--- src/pkg/ipcp_pkg.sv ---
/*
  Constants, register map and state type of the image payload checksum
  packetizer. Assumes a 10 MHz system clock and a 32-bit classic
  Wishbone register bus.
*/
package ipcp_pkg;

  // ==========================================================
  // register map (byte addresses, one aligned word each)
  localparam int          ADR_W      = 8;
  localparam logic [7:0]  REG_MODE   = 8'h00;
  localparam logic [7:0]  REG_PICK   = 8'h04;
  localparam logic [7:0]  REG_SWITCH = 8'h08;
  localparam logic [7:0]  REG_BPC    = 8'h0C;
  localparam logic [7:0]  REG_STAT   = 8'h10;

  // ==========================================================
  // fields and reset values
  localparam int          MODE_BIT     = 0;
  localparam int          SWITCH_BIT   = 0;
  localparam int          PICK_W       = 4;
  localparam logic [3:0]  PICK_RST     = 4'h0;
  localparam logic [3:0]  CHECKSUM_CHOICE = 4'h1;
  localparam int          BPC_W        = 14;
  localparam logic [13:0] BPC_MIN      = 14'h0001;
  localparam logic [13:0] BPC_MAX      = 14'h2000;
  localparam logic [13:0] BPC_RST      = 14'h2000;
  localparam int          STAT_ACT_BIT = 16;
  localparam int          STAT_REJ_BIT = 17;

  // ==========================================================
  // checksum
  localparam int          CRC_W    = 16;
  localparam logic [15:0] CRC_POLY = 16'h1021;
  localparam logic [15:0] CRC_INIT = 16'h0000;

  // ==========================================================
  // timing: bus cycle and the least spacing kept between ticks
  localparam int          CLK_NS     = 100;
  localparam int          CYCLE_NS   = 125000;
  localparam int          CYCLE_CLKS = (CYCLE_NS + CLK_NS - 1) / CLK_NS;
  localparam int          GAP_W      = 11;
  localparam logic [10:0] GUARD_CLKS = 11'(CYCLE_CLKS / 2);

  // ==========================================================
  // buffering
  localparam int FIFO_DEPTH = 16;
  localparam int FIFO_W     = 9;

  typedef enum logic [2:0] {
    ST_IDLE, ST_IMG, ST_TRL, ST_CRC_HI, ST_CRC_LO
  } ipcp_asm_e;

endpackage : ipcp_pkg

--- src/hw/ipcp_packetizer.sv ---
/*
  Payload assembler with checksum trailer, byte FIFO and per-cycle
  packet divider. Assumes pixel and trailer streams on MCLK, a bus
  cycle start pulse arriving asynchronously on a pin, and a link
  sink that takes one byte per cycle while ready.
*/
// Our own choices: the register addresses and the Wishbone register port.
`timescale 1ns/1ps

// ============================================================
// byte fifo
module ipcp_fifo #(
  parameter int W     = 9,
  parameter int DEPTH = 16
) (
  input  wire logic         clk,
  input  wire logic         srst,
  input  wire logic         in_valid,
  output logic              in_ready,
  input  wire logic [W-1:0] in_data,
  output logic              out_valid,
  input  wire logic         out_ready,
  output logic [W-1:0]      out_data
);
  localparam int AW = $clog2(DEPTH);
  logic [W-1:0] mem [DEPTH];
  logic [AW-1:0] wr_ptr;
  logic [AW-1:0] rd_ptr;
  logic [AW:0]   count;
  wire push = in_valid & in_ready;
  wire pop  = out_valid & out_ready;

  assign in_ready  = (count != (AW+1)'(DEPTH));
  assign out_valid = (count != '0);
  assign out_data  = mem[rd_ptr];

  always_ff @(posedge clk) begin
    if (push) begin
      mem[wr_ptr] <= in_data;
    end
  end

  always_ff @(posedge clk) begin
    if (srst) begin
      wr_ptr <= '0;
      rd_ptr <= '0;
      count  <= '0;
    end else begin
      if (push) wr_ptr <= wr_ptr + 1'b1;
      if (pop)  rd_ptr <= rd_ptr + 1'b1;
      count <= count + {{AW{1'b0}}, push} - {{AW{1'b0}}, pop};
    end
  end
endmodule : ipcp_fifo

// ============================================================
// top
// What this block does
// - The checksum covers all image bytes and every other trailer, never itself.
// - The checksum trailer is always the last item of the payload.
// - The checksum trailer cannot be enabled while trailer mode is off.
// - Switching trailer mode off disables every trailer including the checksum.
// - With the checksum chosen and switched on, every image gets one checksum trailer.
// - Each bus cycle tick arms one packet start; a tick on the clock of a start keeps it armed for a second.
// - A packet size outside one byte to the bus maximum is refused.
// - Each packet carries the configured number of bytes, except a packet that ends an image, which stops at the image end.
// - The packet size is rounded down to a multiple of four bytes; sizes one to three are kept as written.
module ipcp_packetizer (
  input  wire logic        MCLK,
  input  wire logic        SRST,
  input  wire logic        WB_CYC_I,
  input  wire logic        WB_STB_I,
  input  wire logic        WB_WE_I,
  input  wire logic [7:0]  WB_ADR_I,
  input  wire logic [3:0]  WB_SEL_I,
  input  wire logic [31:0] WB_DAT_I,
  output logic      [31:0] WB_DAT_O,
  output logic             WB_ACK_O,
  input  wire logic        PIX_VALID,
  output logic             PIX_READY,
  input  wire logic [7:0]  PIX_DATA,
  input  wire logic        PIX_LAST,
  input  wire logic        TRL_PRESENT,
  input  wire logic        TRL_VALID,
  output logic             TRL_READY,
  input  wire logic [7:0]  TRL_DATA,
  input  wire logic        TRL_LAST,
  input  wire logic        CYCLE_START,
  output logic             PKT_VALID,
  input  wire logic        PKT_READY,
  output logic      [7:0]  PKT_DATA,
  output logic             PKT_LAST,
  output logic             PKT_IMG_END
);

  function automatic logic [15:0] crc_byte(input logic [15:0] c,
                                           input logic [7:0]  d);
    logic [15:0] r;
    r = c;
    for (int i = 7; i >= 0; i--) begin
      r = (r[15] ^ d[i]) ? ({r[14:0], 1'b0} ^ ipcp_pkg::CRC_POLY)
                         : {r[14:0], 1'b0};
    end
    return r;
  endfunction : crc_byte

  // ==========================================================
  // register file
  logic                            payload_trailer_mode_on;
  logic [ipcp_pkg::PICK_W-1:0]     trailer_picker;
  logic                            crc_en;
  logic [ipcp_pkg::BPC_W-1:0]      bytes_per_cycle;
  logic                            bpc_reject;
  logic [15:0]                     crc;
  ipcp_pkg::ipcp_asm_e             st;
  ipcp_pkg::ipcp_asm_e             next_st;

  wire wb_req = WB_CYC_I & WB_STB_I;
  wire wr_now = wb_req & WB_ACK_O & WB_WE_I;
  wire wr_mode = wr_now & (WB_ADR_I == ipcp_pkg::REG_MODE) & WB_SEL_I[0];
  wire wr_pick = wr_now & (WB_ADR_I == ipcp_pkg::REG_PICK) & WB_SEL_I[0];
  wire wr_sw   = wr_now & (WB_ADR_I == ipcp_pkg::REG_SWITCH) & WB_SEL_I[0];
  wire wr_bpc  = wr_now & (WB_ADR_I == ipcp_pkg::REG_BPC)
                 & (&WB_SEL_I[1:0]);
  wire crc_picked = (trailer_picker == ipcp_pkg::CHECKSUM_CHOICE);

  wire [ipcp_pkg::BPC_W-1:0] bpc_in = WB_DAT_I[ipcp_pkg::BPC_W-1:0];
  wire bpc_upper = |WB_DAT_I[31:ipcp_pkg::BPC_W];
  wire bpc_ok = ~bpc_upper & (bpc_in >= ipcp_pkg::BPC_MIN)
                & (bpc_in <= ipcp_pkg::BPC_MAX);
  // sizes below four are kept as written so one byte stays legal
  wire [ipcp_pkg::BPC_W-1:0] bpc_round = (|bpc_in[ipcp_pkg::BPC_W-1:2])
    ? {bpc_in[ipcp_pkg::BPC_W-1:2], 2'b00} : bpc_in;

  wire mode_off_wr = wr_mode & ~WB_DAT_I[ipcp_pkg::MODE_BIT];
  wire [31:0] rd_mux =
    (WB_ADR_I == ipcp_pkg::REG_MODE)   ? {31'h0, payload_trailer_mode_on} :
    (WB_ADR_I == ipcp_pkg::REG_PICK)   ? {28'h0, trailer_picker} :
    (WB_ADR_I == ipcp_pkg::REG_SWITCH) ? {31'h0, crc_picked & crc_en} :
    (WB_ADR_I == ipcp_pkg::REG_BPC)    ? {18'h0, bytes_per_cycle} :
    (WB_ADR_I == ipcp_pkg::REG_STAT)   ?
      {14'h0, bpc_reject, st != ipcp_pkg::ST_IDLE, crc} : 32'h0;

  always_ff @(posedge MCLK) begin
    if (SRST) begin
      WB_ACK_O <= 1'b0;
      WB_DAT_O <= 32'h0;
    end else begin
      WB_ACK_O <= wb_req & ~WB_ACK_O;
      if (wb_req & ~WB_ACK_O) WB_DAT_O <= rd_mux;
    end
  end

  always_ff @(posedge MCLK) begin
    if (SRST) begin
      payload_trailer_mode_on <= 1'b0;
      trailer_picker          <= ipcp_pkg::PICK_RST;
      crc_en                  <= 1'b0;
      bytes_per_cycle         <= ipcp_pkg::BPC_RST;
      bpc_reject              <= 1'b0;
    end else begin
      if (wr_mode) payload_trailer_mode_on <= WB_DAT_I[ipcp_pkg::MODE_BIT];
      if (wr_pick) trailer_picker <= WB_DAT_I[ipcp_pkg::PICK_W-1:0];
      if (mode_off_wr) begin
        crc_en <= 1'b0;
      end else if (wr_sw & crc_picked & payload_trailer_mode_on) begin
        crc_en <= WB_DAT_I[ipcp_pkg::SWITCH_BIT];
      end
      if (wr_bpc) begin
        bpc_reject <= ~bpc_ok;
        if (bpc_ok) bytes_per_cycle <= bpc_round;
      end
    end
  end

  // ==========================================================
  // payload assembler: image, other trailers, checksum last
  logic lat_trl;
  logic lat_crc;
  logic in_ready;
  logic in_valid;
  logic [7:0] in_byte;
  logic in_end;
  logic out_valid;
  logic [ipcp_pkg::FIFO_W-1:0] out_word;
  logic sending;

  // trailer choices are frozen at the first pixel of each image
  wire in_idle = (st == ipcp_pkg::ST_IDLE);
  wire in_img  = in_idle | (st == ipcp_pkg::ST_IMG);
  wire eff_trl = in_idle ? (payload_trailer_mode_on & TRL_PRESENT)
                         : lat_trl;
  wire eff_crc = in_idle ? crc_en : lat_crc;
  wire take = in_valid & in_ready;

  always_comb begin
    in_valid = 1'b0;
    in_byte  = 8'h00;
    in_end   = 1'b0;
    next_st  = st;
    case (st)
      ipcp_pkg::ST_IDLE, ipcp_pkg::ST_IMG: begin
        in_valid = PIX_VALID;
        in_byte  = PIX_DATA;
        in_end   = PIX_LAST & ~eff_trl & ~eff_crc;
        if (take) begin
          next_st = !PIX_LAST ? ipcp_pkg::ST_IMG :
                    eff_trl   ? ipcp_pkg::ST_TRL :
                    eff_crc   ? ipcp_pkg::ST_CRC_HI : ipcp_pkg::ST_IDLE;
        end
      end
      ipcp_pkg::ST_TRL: begin
        in_valid = TRL_VALID;
        in_byte  = TRL_DATA;
        in_end   = TRL_LAST & ~lat_crc;
        if (take & TRL_LAST) begin
          next_st = lat_crc ? ipcp_pkg::ST_CRC_HI : ipcp_pkg::ST_IDLE;
        end
      end
      ipcp_pkg::ST_CRC_HI: begin
        in_valid = 1'b1;
        in_byte  = crc[15:8];
        if (take) next_st = ipcp_pkg::ST_CRC_LO;
      end
      ipcp_pkg::ST_CRC_LO: begin
        in_valid = 1'b1;
        in_byte  = crc[7:0];
        in_end   = 1'b1;
        if (take) next_st = ipcp_pkg::ST_IDLE;
      end
      default: next_st = ipcp_pkg::ST_IDLE;
    endcase
  end

  assign PIX_READY = in_ready & in_img;
  assign TRL_READY = in_ready & (st == ipcp_pkg::ST_TRL);

  always_ff @(posedge MCLK) begin
    if (SRST) begin
      st      <= ipcp_pkg::ST_IDLE;
      lat_trl <= 1'b0;
      lat_crc <= 1'b0;
      crc     <= ipcp_pkg::CRC_INIT;
    end else begin
      st <= next_st;
      if (in_idle & take) begin
        lat_trl <= eff_trl;
        lat_crc <= eff_crc;
      end
      if (take & (in_img | (st == ipcp_pkg::ST_TRL))) begin
        crc <= crc_byte(in_idle ? ipcp_pkg::CRC_INIT : crc, in_byte);
      end
    end
  end

  ipcp_fifo #(
    .W     (ipcp_pkg::FIFO_W),
    .DEPTH (ipcp_pkg::FIFO_DEPTH)
  ) u_fifo (
    .clk       (MCLK),
    .srst      (SRST),
    .in_valid  (in_valid),
    .in_ready  (in_ready),
    .in_data   ({in_end, in_byte}),
    .out_valid (out_valid),
    .out_ready (PKT_READY & sending),
    .out_data  (out_word)
  );

  // ==========================================================
  // packet divider, each bus cycle tick arms one start
  logic cs_meta;
  logic cs_sync;
  logic cs_prev;
  logic [ipcp_pkg::GAP_W-1:0] gap_cnt;
  logic armed;
  logic [ipcp_pkg::BPC_W-1:0] pkt_cnt;
  logic [ipcp_pkg::BPC_W-1:0] pkt_bpc;

  // ticks closer than half a cycle are glitches, not a new bus cycle
  wire tick = cs_sync & ~cs_prev & (gap_cnt == '0);
  wire pkt_start = armed & out_valid & ~sending;
  wire out_take  = PKT_VALID & PKT_READY;

  assign PKT_VALID   = sending & out_valid;
  assign PKT_DATA    = out_word[7:0];
  assign PKT_IMG_END = out_word[8];
  assign PKT_LAST    = PKT_IMG_END
                     | (pkt_cnt == pkt_bpc - 1'b1);

  always_ff @(posedge MCLK) begin
    if (SRST) begin
      cs_meta <= 1'b0;
      cs_sync <= 1'b0;
      cs_prev <= 1'b0;
      gap_cnt <= '0;
      armed   <= 1'b0;
      sending <= 1'b0;
      pkt_cnt <= '0;
      pkt_bpc <= ipcp_pkg::BPC_RST;
    end else begin
      cs_meta <= CYCLE_START;
      cs_sync <= cs_meta;
      cs_prev <= cs_sync;
      if (tick) gap_cnt <= ipcp_pkg::GUARD_CLKS;
      else if (gap_cnt != '0) gap_cnt <= gap_cnt - 1'b1;
      if (tick) armed <= 1'b1;
      else if (pkt_start) armed <= 1'b0;
      if (pkt_start) begin
        sending <= 1'b1;
        pkt_cnt <= '0;
        pkt_bpc <= bytes_per_cycle;
      end else if (out_take) begin
        pkt_cnt <= pkt_cnt + 1'b1;
        if (PKT_LAST) sending <= 1'b0;
      end
    end
  end

  // ==========================================================
  // checks
  property p_crc_needs_mode;
    @(posedge MCLK) disable iff (SRST)
      crc_en |-> payload_trailer_mode_on;
  endproperty
  a_crc_needs_mode: assert property (p_crc_needs_mode)
    else $error("checksum trailer on while trailer mode off");

  property p_mode_off_clears;
    @(posedge MCLK) disable iff (SRST)
      mode_off_wr |=> !crc_en && !payload_trailer_mode_on;
  endproperty
  a_mode_off_clears: assert property (p_mode_off_clears)
    else $error("trailer mode off left a trailer enabled");

  property p_first_crc;
    @(posedge MCLK) disable iff (SRST)
      in_idle && take |=> crc == crc_byte(ipcp_pkg::CRC_INIT,
                                          $past(PIX_DATA));
  endproperty
  a_first_crc: assert property (p_first_crc)
    else $error("checksum does not restart at image start");

  property p_crc_hold;
    @(posedge MCLK) disable iff (SRST)
      st == ipcp_pkg::ST_CRC_HI |=> $stable(crc);
  endproperty
  a_crc_hold: assert property (p_crc_hold)
    else $error("checksum changed while its own bytes go out");

  property p_crc_last;
    @(posedge MCLK) disable iff (SRST)
      st == ipcp_pkg::ST_CRC_LO && take |=>
        st == ipcp_pkg::ST_IDLE && !TRL_READY;
  endproperty
  a_crc_last: assert property (p_crc_last)
    else $error("payload continued after checksum trailer");

  property p_crc_appended;
    @(posedge MCLK) disable iff (SRST)
      in_img && take && PIX_LAST && eff_crc && !eff_trl |=>
        st == ipcp_pkg::ST_CRC_HI;
  endproperty
  a_crc_appended: assert property (p_crc_appended)
    else $error("enabled checksum trailer not appended");

  property p_one_per_cycle;
    @(posedge MCLK) disable iff (SRST)
      pkt_start && !tick |=> !armed;
  endproperty
  a_one_per_cycle: assert property (p_one_per_cycle)
    else $error("second packet started in one bus cycle");

  property p_size_range;
    @(posedge MCLK) disable iff (SRST)
      bytes_per_cycle >= ipcp_pkg::BPC_MIN
      && bytes_per_cycle <= ipcp_pkg::BPC_MAX;
  endproperty
  a_size_range: assert property (p_size_range)
    else $error("packet size left its legal range");

  property p_size_bound;
    @(posedge MCLK) disable iff (SRST)
      sending |-> pkt_cnt < pkt_bpc;
  endproperty
  a_size_bound: assert property (p_size_bound)
    else $error("packet grew past its size setting");

  property p_img_end_closes;
    @(posedge MCLK) disable iff (SRST)
      out_take && PKT_IMG_END |-> PKT_LAST ##1 !sending;
  endproperty
  a_img_end_closes: assert property (p_img_end_closes)
    else $error("image end did not close the packet");

endmodule : ipcp_packetizer

--- config.mk ---
export PLATFORM = sky130hd
export DESIGN_NAME = ipcp_packetizer
export DESIGN_NICKNAME = d
export VERILOG_FILES = /design/src/pkg/ipcp_pkg.sv /design/src/hw/ipcp_packetizer.sv
export SDC_FILE = /design/constraint.sdc
export NUM_CORES = 1
export LEC_CHECK = 0
export BUFFER_PORTS_ARGS = -buffer_cell sky130_fd_sc_hd__buf_2
export CAP_MARGIN = 10
export CORE_MARGIN = 1.5
export CORE_UTILIZATION = 59
export CTS_BUF_LIST = sky130_fd_sc_hd__clkbuf_16
export DETAILED_ROUTE_END_ITERATION = 8
export PLACE_DENSITY = 0.82
export RECOVER_POWER = 25
export SLEW_MARGIN = 20
export SYNTH_ARGS = -nofsm -noshare
export SYNTH_HDL_FRONTEND = slang
export SYNTH_SLANG_ARGS = --single-unit
--- constraint.sdc ---
create_clock -name MCLK -period 3.85 [get_ports MCLK]
set_input_delay 0.5775 -clock MCLK [delete_from_list [all_inputs] [get_ports MCLK]]
set_output_delay 0.5775 -clock MCLK [all_outputs]
set_load 0.05 [all_outputs]
==> results of run 1 <==
==> Yosys cell counts, drive strengths merged, types with 5 or more instances <==
library cell	n	area (sq um)
a211oi	17	133
a21o	5	37.5
a21oi	49	245
a22o	13	114
a22oi	19	143
a311oi	5	43.8
a31o	6	52.6
and2	5	31.3
and3	9	56.3
buf	37	220
clkbuf	42	159
dfxtp	122	2440
edfxtp	144	4320
ha	14	175
inv	21	78.8
mux2i	25	250
mux4	45	1010
nand2	90	338
nand2b	13	81.3
nand3	38	190
nand4	9	56.3
nor2	118	445
nor2b	13	81.3
nor3	34	175
nor3b	11	82.6
nor4	15	93.8
o211ai	5	37.5
o21ai	14	70.1
o31ai	6	45.0
or2	6	37.5
or3	7	43.8
or4	5	37.5
xnor2	29	254
xor2	25	219
==> power by group through the flow <==
stage	logic (uW)	clock network [uW]	registers (uW)
floorplan	840	0	3290
global placement	1030	0	3330
detailed placement	1060	0	3340
CTS	1090	2520	3280
global route	1190	2620	3310
finish	1090	2480	3290
==> area by class of cell <==
cell class / instances / area, sq um
clock buffers: 27 / 676
clock inverters: 23 / 169
inverters: 21 / 78.8
fillers: 1433 / 6470
flip-flops and latches: 266 / 6770
repair buffers: 134 / 722
well taps: 270 / 338
multi-input cells: 722 / 5210
==> worst max-delay path, stage by stage (launching register included) <==
cell       delay (ps)
dfxtp_1           370
inv_1              80
ha_1              290
or3b_2            540
nor4_1            270
o22ai_1           150
a2111oi_2         320
a31o_2            240
buf_2             260
==> layer usage <==
| layer | wire length (microns) | share of wire | global-route usage |
|---|---|---|---|
| met5 | 0 | 0 | 0 |
| met4 | 663 | 0.023 | 0.0748 |
| met3 | 2080 | 0.071 | 0.0352 |
| met2 | 14600 | 0.50 | 0.458 |
| met1 | 11800 | 0.41 | 0.362 |
==> cell families (layout without fill, tap and decap cells) <==
family | count (synthesis) | in the layout | synth area share
other | 1 | 14 | 0.000303
and+or+nand+nor | 389 | 389 | 0.153
muxes | 72 | 72 | 0.104
AOI/OAI and AO/OA | 175 | 175 | 0.100
xor gates and xnor gates | 57 | 57 | 0.0437
buffers and inverters | 100 | 205 | 0.0370
adders and majority gates | 15 | 15 | 0.0158
DFF | 266 | 266 | 0.547
==> per-stage QoR <==
| stage | hold slack, ps | area (sq um) | std cells | total power (uW) |
|---|---|---|---|---|
| final | 256 | 14000 | 1463 | 6860 |
| after global routing | 263 | 14000 | 1463 | 7110 |
| after CTS | 241 | 14000 | 1463 | 6890 |
| after detailed placement | 426 | 13100 | 1413 | 4410 |
| after global placement | 425 | 13100 | 1413 | 4360 |
| after floorplan | 414 | 12400 | 1088 | 4130 |
==> state kept, by name, summed over array words and instances (netlist names), named ones only <==
name	flops
u_fifo.mem	144
WB_DAT_O	18
crc	16
bytes_per_cycle	14
pkt_bpc	14
pkt_cnt	14
gap_cnt	11
u_fifo.count	5
trailer_picker	4
u_fifo.rd_ptr	4
u_fifo.wr_ptr	4
st	3
WB_ACK_O	1
armed	1
bpc_reject	1
crc_en	1
cs_meta	1
cs_prev	1
cs_sync	1
lat_crc	1
lat_trl	1
payload_trailer_mode_on	1
sending	1
==> worst max-delay path by stage <==
stage | startpoint | slack, ps | end
floorplan | u_fifo.count[3] | 650 | u_fifo.count[4]
global placement | u_fifo.count[3] | 630 | u_fifo.count[4]
detailed placement | u_fifo.count[3] | 550 | u_fifo.count[4]
CTS | pkt_bpc[0] | 260 | PKT_LAST
global route | pkt_bpc[0] | 100 | PKT_LAST
finish | pkt_bpc[0] | 220 | PKT_LAST
==> impl_metrics.csv, run 1 <==
group,metric,value,unit
worst_setup_path,reg2reg_to,"u_fifo.count[4]",
pwr,pwr-share-comb,0.159,
min_path,worst_hold_path.endpoint,"cs_meta",
clocking,tritoncts,"done",
pwr,ir_drop,0.000347,V
pwr,intPower,4970,uW
clocking,cts.sinks,266,
final_layout,antennaDiodeCount,0,
pwr,power_switching,1890,uW
synthesis,syn_area_per_cell,11.5,sq um
synthesis,ys.flop_type,"edfxtp_1",
routing,first_pass_iters,6,
worst_setup_path,critPathMaxFanout,8,
final_layout,final_util,0.683,
timing,skew,19.4,ps
synthesis,synth-async-reset-ratio,0,
clocking,post_cts_buffers,0,
clocking,max-clock-path-buffers,3,
final_layout,nets,1259,
synthesis,ys_ff_latch,266,
pwr,switching_share,0.276,
global_route,gr-total-overflow,0,
worst_setup_path,r2r_setup_slack,330,ps
timing,max_freq,276,MHz
die,ios,118,
routing,wire_per_inst,19.9,microns
final_layout,drive_above_1_share,0.185,
timing,min_period_over_period,0.942,
worst_setup_path,crit_path_start_kind,"flip-flop",
status,outcome,"finished, violations left",
pwr,power-per-cell-area,492,nW/um^2
worst_setup_path,cp-end-kind,"primary output",
job,cap_violations,1,
die,die_area,21900,sq um
place,dpl_worst_slack,552,ps
clocking,clk_latency,540,ps
timing,fin_crit,3630,ps
status,violations,"max-capacitance violations, max-slew violations",
final_layout,layout_commonest_cell,"edfxtp_1",
timing,fin_tns_setup,0,ps
die,die_h,148,microns
clocking,h-tree-depth,1,
timing,rsz0062_at_grt,"no",
timing,slew_viol_final,60,
synthesis,yosys_warnings,0,
worst_setup_path,worstSetupPathType,"reg2out",
synthesis,yosysSeqAreaShare,0.547,
worst_setup_path,rr_startpoint,"u_fifo.count[3]",
clocking,cts_resized,0,
place,finalWeightedCongestion,0.874,
synthesis,synth_cells,1075,
routing,drt_iter0_markers,797,
timing,timing.final.ws_setup,223,ps
synthesis,ys_types,73,
clocking,numCtsBuffers,27,
final_layout,layout_common_cells,"edfxtp_1, dfxtp_1, nor2_1",
clocking,clk_pin_slew,60,ps
pwr,seqPwrFrac,0.479,
timing,finalHoldViolations,0,
timing,setup_violations,0,
global_route,grt_max_degree,60,
final_layout,area_delta_synth_final,12.8,%
global_route,grt_pass1_vias,8649,
min_path,hold_class,"in2reg",
global_route,antenna_found_initial,0,
die,die_w,148,microns
place,dp_hpwl,19.7,mm
routing,drc_errors,0,
synthesis,synth_edf_count,144,
pwr,p_clk_frac,0.362,
min_path,min_from,"CYCLE_START",
clocking,cts_root_buf,"clkbuf_16",
global_route,grt_pass1_wl,46.1,mm
die,core-area,20400,sq um
timing,tightest_slew,2600,ps
synthesis,syn_area,12400,sq um
timing,slew_headroom,-0.734,
worst_setup_path,critPathRequiredTime,3270,ps
die,rows,52,
min_path,hold_depth,2,
place,portBuffers,101,
clocking,cts_hold_buf,0,
global_route,grt_usage,0.268,
worst_setup_path,crit_arrival,3050,ps
routing,routed_wl,29.2,mm
worst_setup_path,worstRegToRegCells,12,
routing,vias,8945,
die,start_util,0.606,
routing,viasPerCell,6.11,
routing,postRouteAntennaNets,0,
pwr,p_leak,0.00508,uW
Note: power is estimated with default switching activity, not from simulation.
==> inputs of run 2 (changes only) <==
--- a/config.mk
+++ b/config.mk
@@ -10,8 +10,9 @@
 export CORE_MARGIN = 1.5
 export CORE_UTILIZATION = 59
 export CTS_BUF_LIST = sky130_fd_sc_hd__clkbuf_16
+export CTS_CLUSTER_DIAMETER = 30
 export DETAILED_ROUTE_END_ITERATION = 8
-export PLACE_DENSITY = 0.82
+export PLACE_DENSITY_LB_ADDON = 0.12
 export RECOVER_POWER = 25
 export SLEW_MARGIN = 20
 export SYNTH_ARGS = -nofsm -noshare
==> run 2 against run 1 <==
Compared with the run above: the flow still finishes with violations (max-capacitance violations, max-slew violations); wire length shrank 0.12%; clock power grew 66%; core utilization grew 3.2 points; sequential power is essentially flat; hold slack lost 8.3 ps; cell area grew 4.7%; sequential share of layout area shrank 2.2 points; flip-flop and latch count is the same; clock skew grew 7.5 ps; critical endpoint unchanged; largest cell class unchanged; largest power group is now the clock network; highest routed layer unchanged.
==> impl_metrics.csv, run 2 (same netlist as run 1, synthesis figures left out) <==
group,metric,value,unit
die,die_w,148,microns
pwr,p_leak,0.00537,uW
final_layout,nFillCells,1447,
timing,min_period_over_period,0.923,
min_path,hold_class,"in2reg",
clocking,max-clock-path-buffers,3,
clocking,clk_pin_slew,50,ps
timing,slew_viol_final,99,
place,finalWeightedCongestion,0.802,
pwr,p_clk_frac,0.485,
global_route,grt_max_degree,99,
clocking,clk_latency,560,ps
global_route,antenna_found_initial,0,
final_layout,multi_input_area,5210,sq um
worst_setup_path,critPathMaxFanout,9,
worst_setup_path,crit_chain,"or4_1, nor4b_1, a22oi_1, a2111oi_2, a31o_2, buf_2",
final_layout,layout_commonest_cell,"edfxtp_1",
pwr,finalPower,8510,uW
final_layout,top_regs,"u_fifo.mem x144, WB_DAT_O x18, crc x16",
timing,tightest_slew,2140,ps
worst_setup_path,cp_top_family,"simple AND/OR/NAND/NOR gates",
worst_setup_path,crit_path_start_kind,"flip-flop",
final_layout,nets,1265,
global_route,grt_usage,0.273,
final_layout,area_delta_synth_final,18.0,%
routing,drt_iter0_markers,707,
clocking,cts_hold_buf,0,
worst_setup_path,cp_slowest_cell,"or4_1",
routing,wire_per_inst,19.6,microns
final_layout,largest_register,"u_fifo.mem",
die,die_area,21900,sq um
global_route,grt_pass1_vias,8531,
pwr,power-per-cell-area,583,nW/um^2
global_route,gr-total-overflow,0,
clocking,tritoncts,"done",
clocking,cts_root_buf,"clkbuf_16",
routing,drc_errors,0,
pwr,ir_drop,0.000387,V
die,die_h,148,microns
routing,first_pass_iters,5,
routing,vias,8849,
routing,routed_wl,29.1,mm
pwr,seqPwrFrac,0.386,
worst_setup_path,crit_arrival,2980,ps
timing,max_freq,281,MHz
clocking,cts_resized,0,
die,core-area,20400,sq um
worst_setup_path,cp-end-kind,"primary output",
worst_setup_path,worstSetupPathType,"reg2out",
routing,postRouteAntennaNets,0,
timing,fin_crit,3550,ps
global_route,grt_pass1_wl,46.2,mm
clocking,cts.sinks,266,
worst_setup_path,critPathRequiredTime,3270,ps
pwr,power_switching,2350,uW
timing,skew,26.9,ps
timing,whs,247,ps
clocking,post_cts_buffers,0,
pwr,pwr-share-comb,0.129,
status,violations,"max-capacitance violations, max-slew violations",
timing,slew_headroom,-0.429,
final_layout,antennaDiodeCount,0,
worst_setup_path,cpPeakStageDelay,700,ps
status,outcome,"finished, violations left",
clocking,h-tree-depth,2,
die,rows,52,
worst_setup_path,critPathBufInv,1,
pwr,switching_share,0.276,
final_layout,final_util,0.715,
place,portBuffers,101,
clocking,numCtsBuffers,48,
final_layout,largest_register_ff_count,144,
die,ios,118,
place,dp_hpwl,19.1,mm
final_layout,register_area,6770,sq um
routing,viasPerCell,5.95,
job,cap_violations,1,
final_layout,layout_common_cells,"edfxtp_1, dfxtp_1, nor2_1",
die,start_util,0.606,
timing,fin_tns_setup,0,ps
timing,finalHoldViolations,0,
pwr,intPower,6160,uW
timing,setup_violations,0,
timing,rsz0062_at_grt,"no",
final_layout,drive_above_1_share,0.205,
run 2: cell type report:
type | count | area share
flip-flops and latches | 266 | 0.463
multi-input cells | 722 | 0.356
clock buffers | 48 | 0.0822
repair buffers | 119 | 0.0422
clock inverters | 42 | 0.0275
well taps | 270 | 0.0231
inverters | 21 | 0.00540
run 2: final timing paths:
kind	startpoint	endpoint	slack [ps]	cells after the start
min	CYCLE_START	cs_meta	250	2
min reg2reg	cs_meta	cs_sync	430	1
max	pkt_bpc[3]	PKT_LAST	300	6
max reg2reg	st[1]	crc[15]	380	6
run 2: worst register-to-register path, delay by kind of cell (launching register included):
kind,cells,cell delay (ps)
simple gates,1,270
flops,1,700
xor+xnor,1,470
compound gates,2,680
buf+inv,2,1260
run 2: metal layers:
layer  global-route usage  part of all wire
met3               0.0491             0.063
met1                0.365              0.42
met4                0.103             0.030
met5                    0                 0
met2                0.447              0.49
run 2: power groups by stage:
stage / Sequential [uW] / Clock (uW) / Combinational, uW
2_1_floorplan: 3290 / 0 / 840
3_3_place_gp: 3330 / 0 / 1050
3_5_place_dp: 3340 / 0 / 1080
4_1_cts: 3280 / 4170 / 1100
5_1_grt: 3300 / 4300 / 1210
6_report: 3290 / 4120 / 1100
run 2: through the flow:
stage               instance area, sq um  setup WS (ps)  instances
CTS                                14600            237       1488
global route                       14600           40.7       1488
finish                             14600            295       1488
floorplan                          12400            646       1088
global placement                   13000            627       1398
detailed placement                 13000            540       1398
==> inputs of run 3 (changes only) <==
--- a/config.mk
+++ b/config.mk
@@ -5,6 +5,7 @@
 export SDC_FILE = /design/constraint.sdc
 export NUM_CORES = 1
 export LEC_CHECK = 0
+export ABC_AREA = 1
 export BUFFER_PORTS_ARGS = -buffer_cell sky130_fd_sc_hd__buf_2
 export CAP_MARGIN = 10
 export CORE_MARGIN = 1.5
==> run 3 against run 2 <==
Compared with the run above: the flow now finishes without violations; fmax up 5.5%; largest power group unchanged; combinational power up 140%; via count up 13%; hold slack better by 64 ps; area after synthesis down 1.1%; critical path depth up 5; flip-flop and latch count unchanged; die area down 1.1%; non-clock buffer count down 3; highest routed layer unchanged; sequential share of layout area up 0.64 points; worst setup slack better by 180 ps.
==> impl_metrics.csv, run 3 <==
group,metric,value,unit
routing,routed_wl,29.6,mm
place,dpl_worst_slack,1090,ps
timing,tightest_slew,1370,ps
synthesis,yosysMostFrequentCell,"nand2_1",
die,core-area,20300,sq um
final_layout,area_delta_synth_final,17.7,%
clocking,cts_root_buf,"clkbuf_16",
clocking,h-tree-depth,2,
place,finalWeightedCongestion,0.873,
final_layout,top_regs,"u_fifo.mem x144, WB_DAT_O x18, crc x16",
worst_setup_path,critPathMaxFanout,26,
synthesis,synth-async-reset-ratio,0,
timing,max_freq,297,MHz
worst_setup_path,cp-end-kind,"primary output",
timing,timing.final.ws_setup,480,ps
final_layout,antennaDiodeCount,0,
timing,fin_crit,3370,ps
synthesis,synth_cells,1365,
place,portBuffers,101,
clocking,cts_hold_buf,0,
global_route,grt_max_degree,73,
pwr,ir_drop,0.000453,V
global_route,grt_pass1_wl,47.2,mm
routing,wire_per_inst,16.5,microns
die,die_h,147,microns
clocking,post_cts_buffers,0,
timing,finalHoldViolations,0,
synthesis,ys_top_cells_by_count,"nand2_1, nor2_1, edfxtp_1, o21ai_0, dfxtp_1",
routing,first_pass_iters,5,
clocking,cts_resized,0,
routing,drt_iter0_markers,647,
final_layout,layout_common_cells,"nand2_1, nor2_1, edfxtp_1",
final_layout,nets,1566,
pwr,power-per-cell-area,713,nW/um^2
pwr,p_leak,0.00561,uW
clocking,max-clock-path-buffers,3,
timing,skew,25.6,ps
synthesis,yosys_warnings,0,
synthesis,yosysSeqAreaShare,0.553,
global_route,gr-total-overflow,0,
global_route,grt_usage,0.277,
synthesis,yosys.area.top_type,"edfxtp_1",
routing,drc_errors,0,
die,die_w,147,microns
synthesis,ys_types,55,
worst_setup_path,critPathRequiredTime,3270,ps
synthesis,syn_area,12200,sq um
clocking,clk_latency,540,ps
pwr,finalPower,10300,uW
timing,min_period_over_period,0.875,
worst_setup_path,crit_arrival,2790,ps
place,dp_hpwl,19.5,mm
worst_setup_path,worstSetupPathType,"reg2out",
die,rows,52,
worst_setup_path,crit_path_start_kind,"flip-flop",
routing,postRouteAntennaNets,0,
routing,viasPerCell,5.58,
synthesis,ys_ff_latch,266,
clocking,cts.sinks,266,
die,start_util,0.603,
synthesis,ys.flop_type,"edfxtp_1",
clocking,tritoncts,"done",
status,outcome,"finished clean",
timing,slew_headroom,0.0851,
clocking,clk_pin_slew,60,ps
global_route,grt_pass1_vias,9407,
synthesis,synth_edf_count,144,
job,cap_violations,0,
timing,slew_viol_final,0,
synthesis,yosys-top-cells-area,"edfxtp_1, dfxtp_1, nand2_1",
min_path,hold_class,"in2reg",
timing,setup_violations,0,
synthesis,syn_area_per_cell,8.97,sq um
synthesis,synth_top_area_frac,0.353,
clocking,numCtsBuffers,48,
timing,rsz0062_at_grt,"no",
die,ios,118,
routing,vias,9972,
die,die_area,21600,sq um
final_layout,layout_commonest_cell,"nand2_1",
timing,fin_tns_setup,0,ps
final_layout,drive_above_1_share,0.143,
final_layout,largest_register_ff_count,144,
global_route,antenna_found_initial,0,
final_layout,largest_register,"u_fifo.mem",
[run 3: changes by cell type after synthesis, sizes merged, moves of 33 or more]
cell and delta:
nand2 +140, inv +103, nor2 +90, o21ai +128, nand3 +33, mux4 -45
[run 3: metrics by stage]
stage	utilization	cell area, sq um	hold WS [ps]	instances
after floorplan	-	12300	388	1378
after global placement	0.636	12900	423	1699
after detailed placement	0.636	12900	407	1699
after CTS	0.714	14500	294	1787
after global routing	0.710	14400	323	1787
final	0.710	14400	311	1787
[run 3: where the power goes]
part	switching [uW]	internal, uW	total, uW	leakage, uW
sequential	182	3500	3680	0.00230
combinational	1890	736	2620	0.00255
clock	1500	2480	3970	0.000761
[run 3: metal layers]
layer	share of wire	track usage
met2	0.48	0.464
met4	0.034	0.109
met5	0	0
met3	0.059	0.0450
met1	0.43	0.361
[run 3: cells by family (layout without fill, tap and decap cells)]
family / after synthesis / in the layout / synth area share
simple gates: 564 / 564 / 0.201
compound gates: 290 / 290 / 0.135
flops: 266 / 266 / 0.553
buf+inv: 195 / 334 / 0.0684
xor+xnor: 34 / 34 / 0.0267
fa+ha+maj: 15 / 15 / 0.0159
other cells: 1 / 14 / 0.000306
[run 3: cell type report]
class	count	area, sq um
tap	270	338
clock inverter	38	318
multi-input combinational	917	4660
fill	1587	5890
clock buffer	50	1250
timing repair buffer	116	578
sequential	266	6770
inverter	130	497
[run 3: final timing paths]
check	startpoint	end	slack, ps	cells past startpoint
worst max-delay path	flip-flop	PKT_LAST	480	11
worst min-delay path	WB_DAT_I[13]	bytes_per_cycle[13]	310	3
worst max register to register	st[2]	crc[5]	740	11
worst min register to register	cs_meta	cs_sync	410	2
[run 3: worst max-delay path, stage by stage (launching register included)]
cell and delay [ps]:
dfxtp_2 340, clkinv_1 340, buf_4 370, nor2_1 120, nor2_1 50, o21ai_0 90
o211ai_1 120, o211ai_1 200, nand2_1 200, inv_1 100, nand2_1 100, buf_2 230
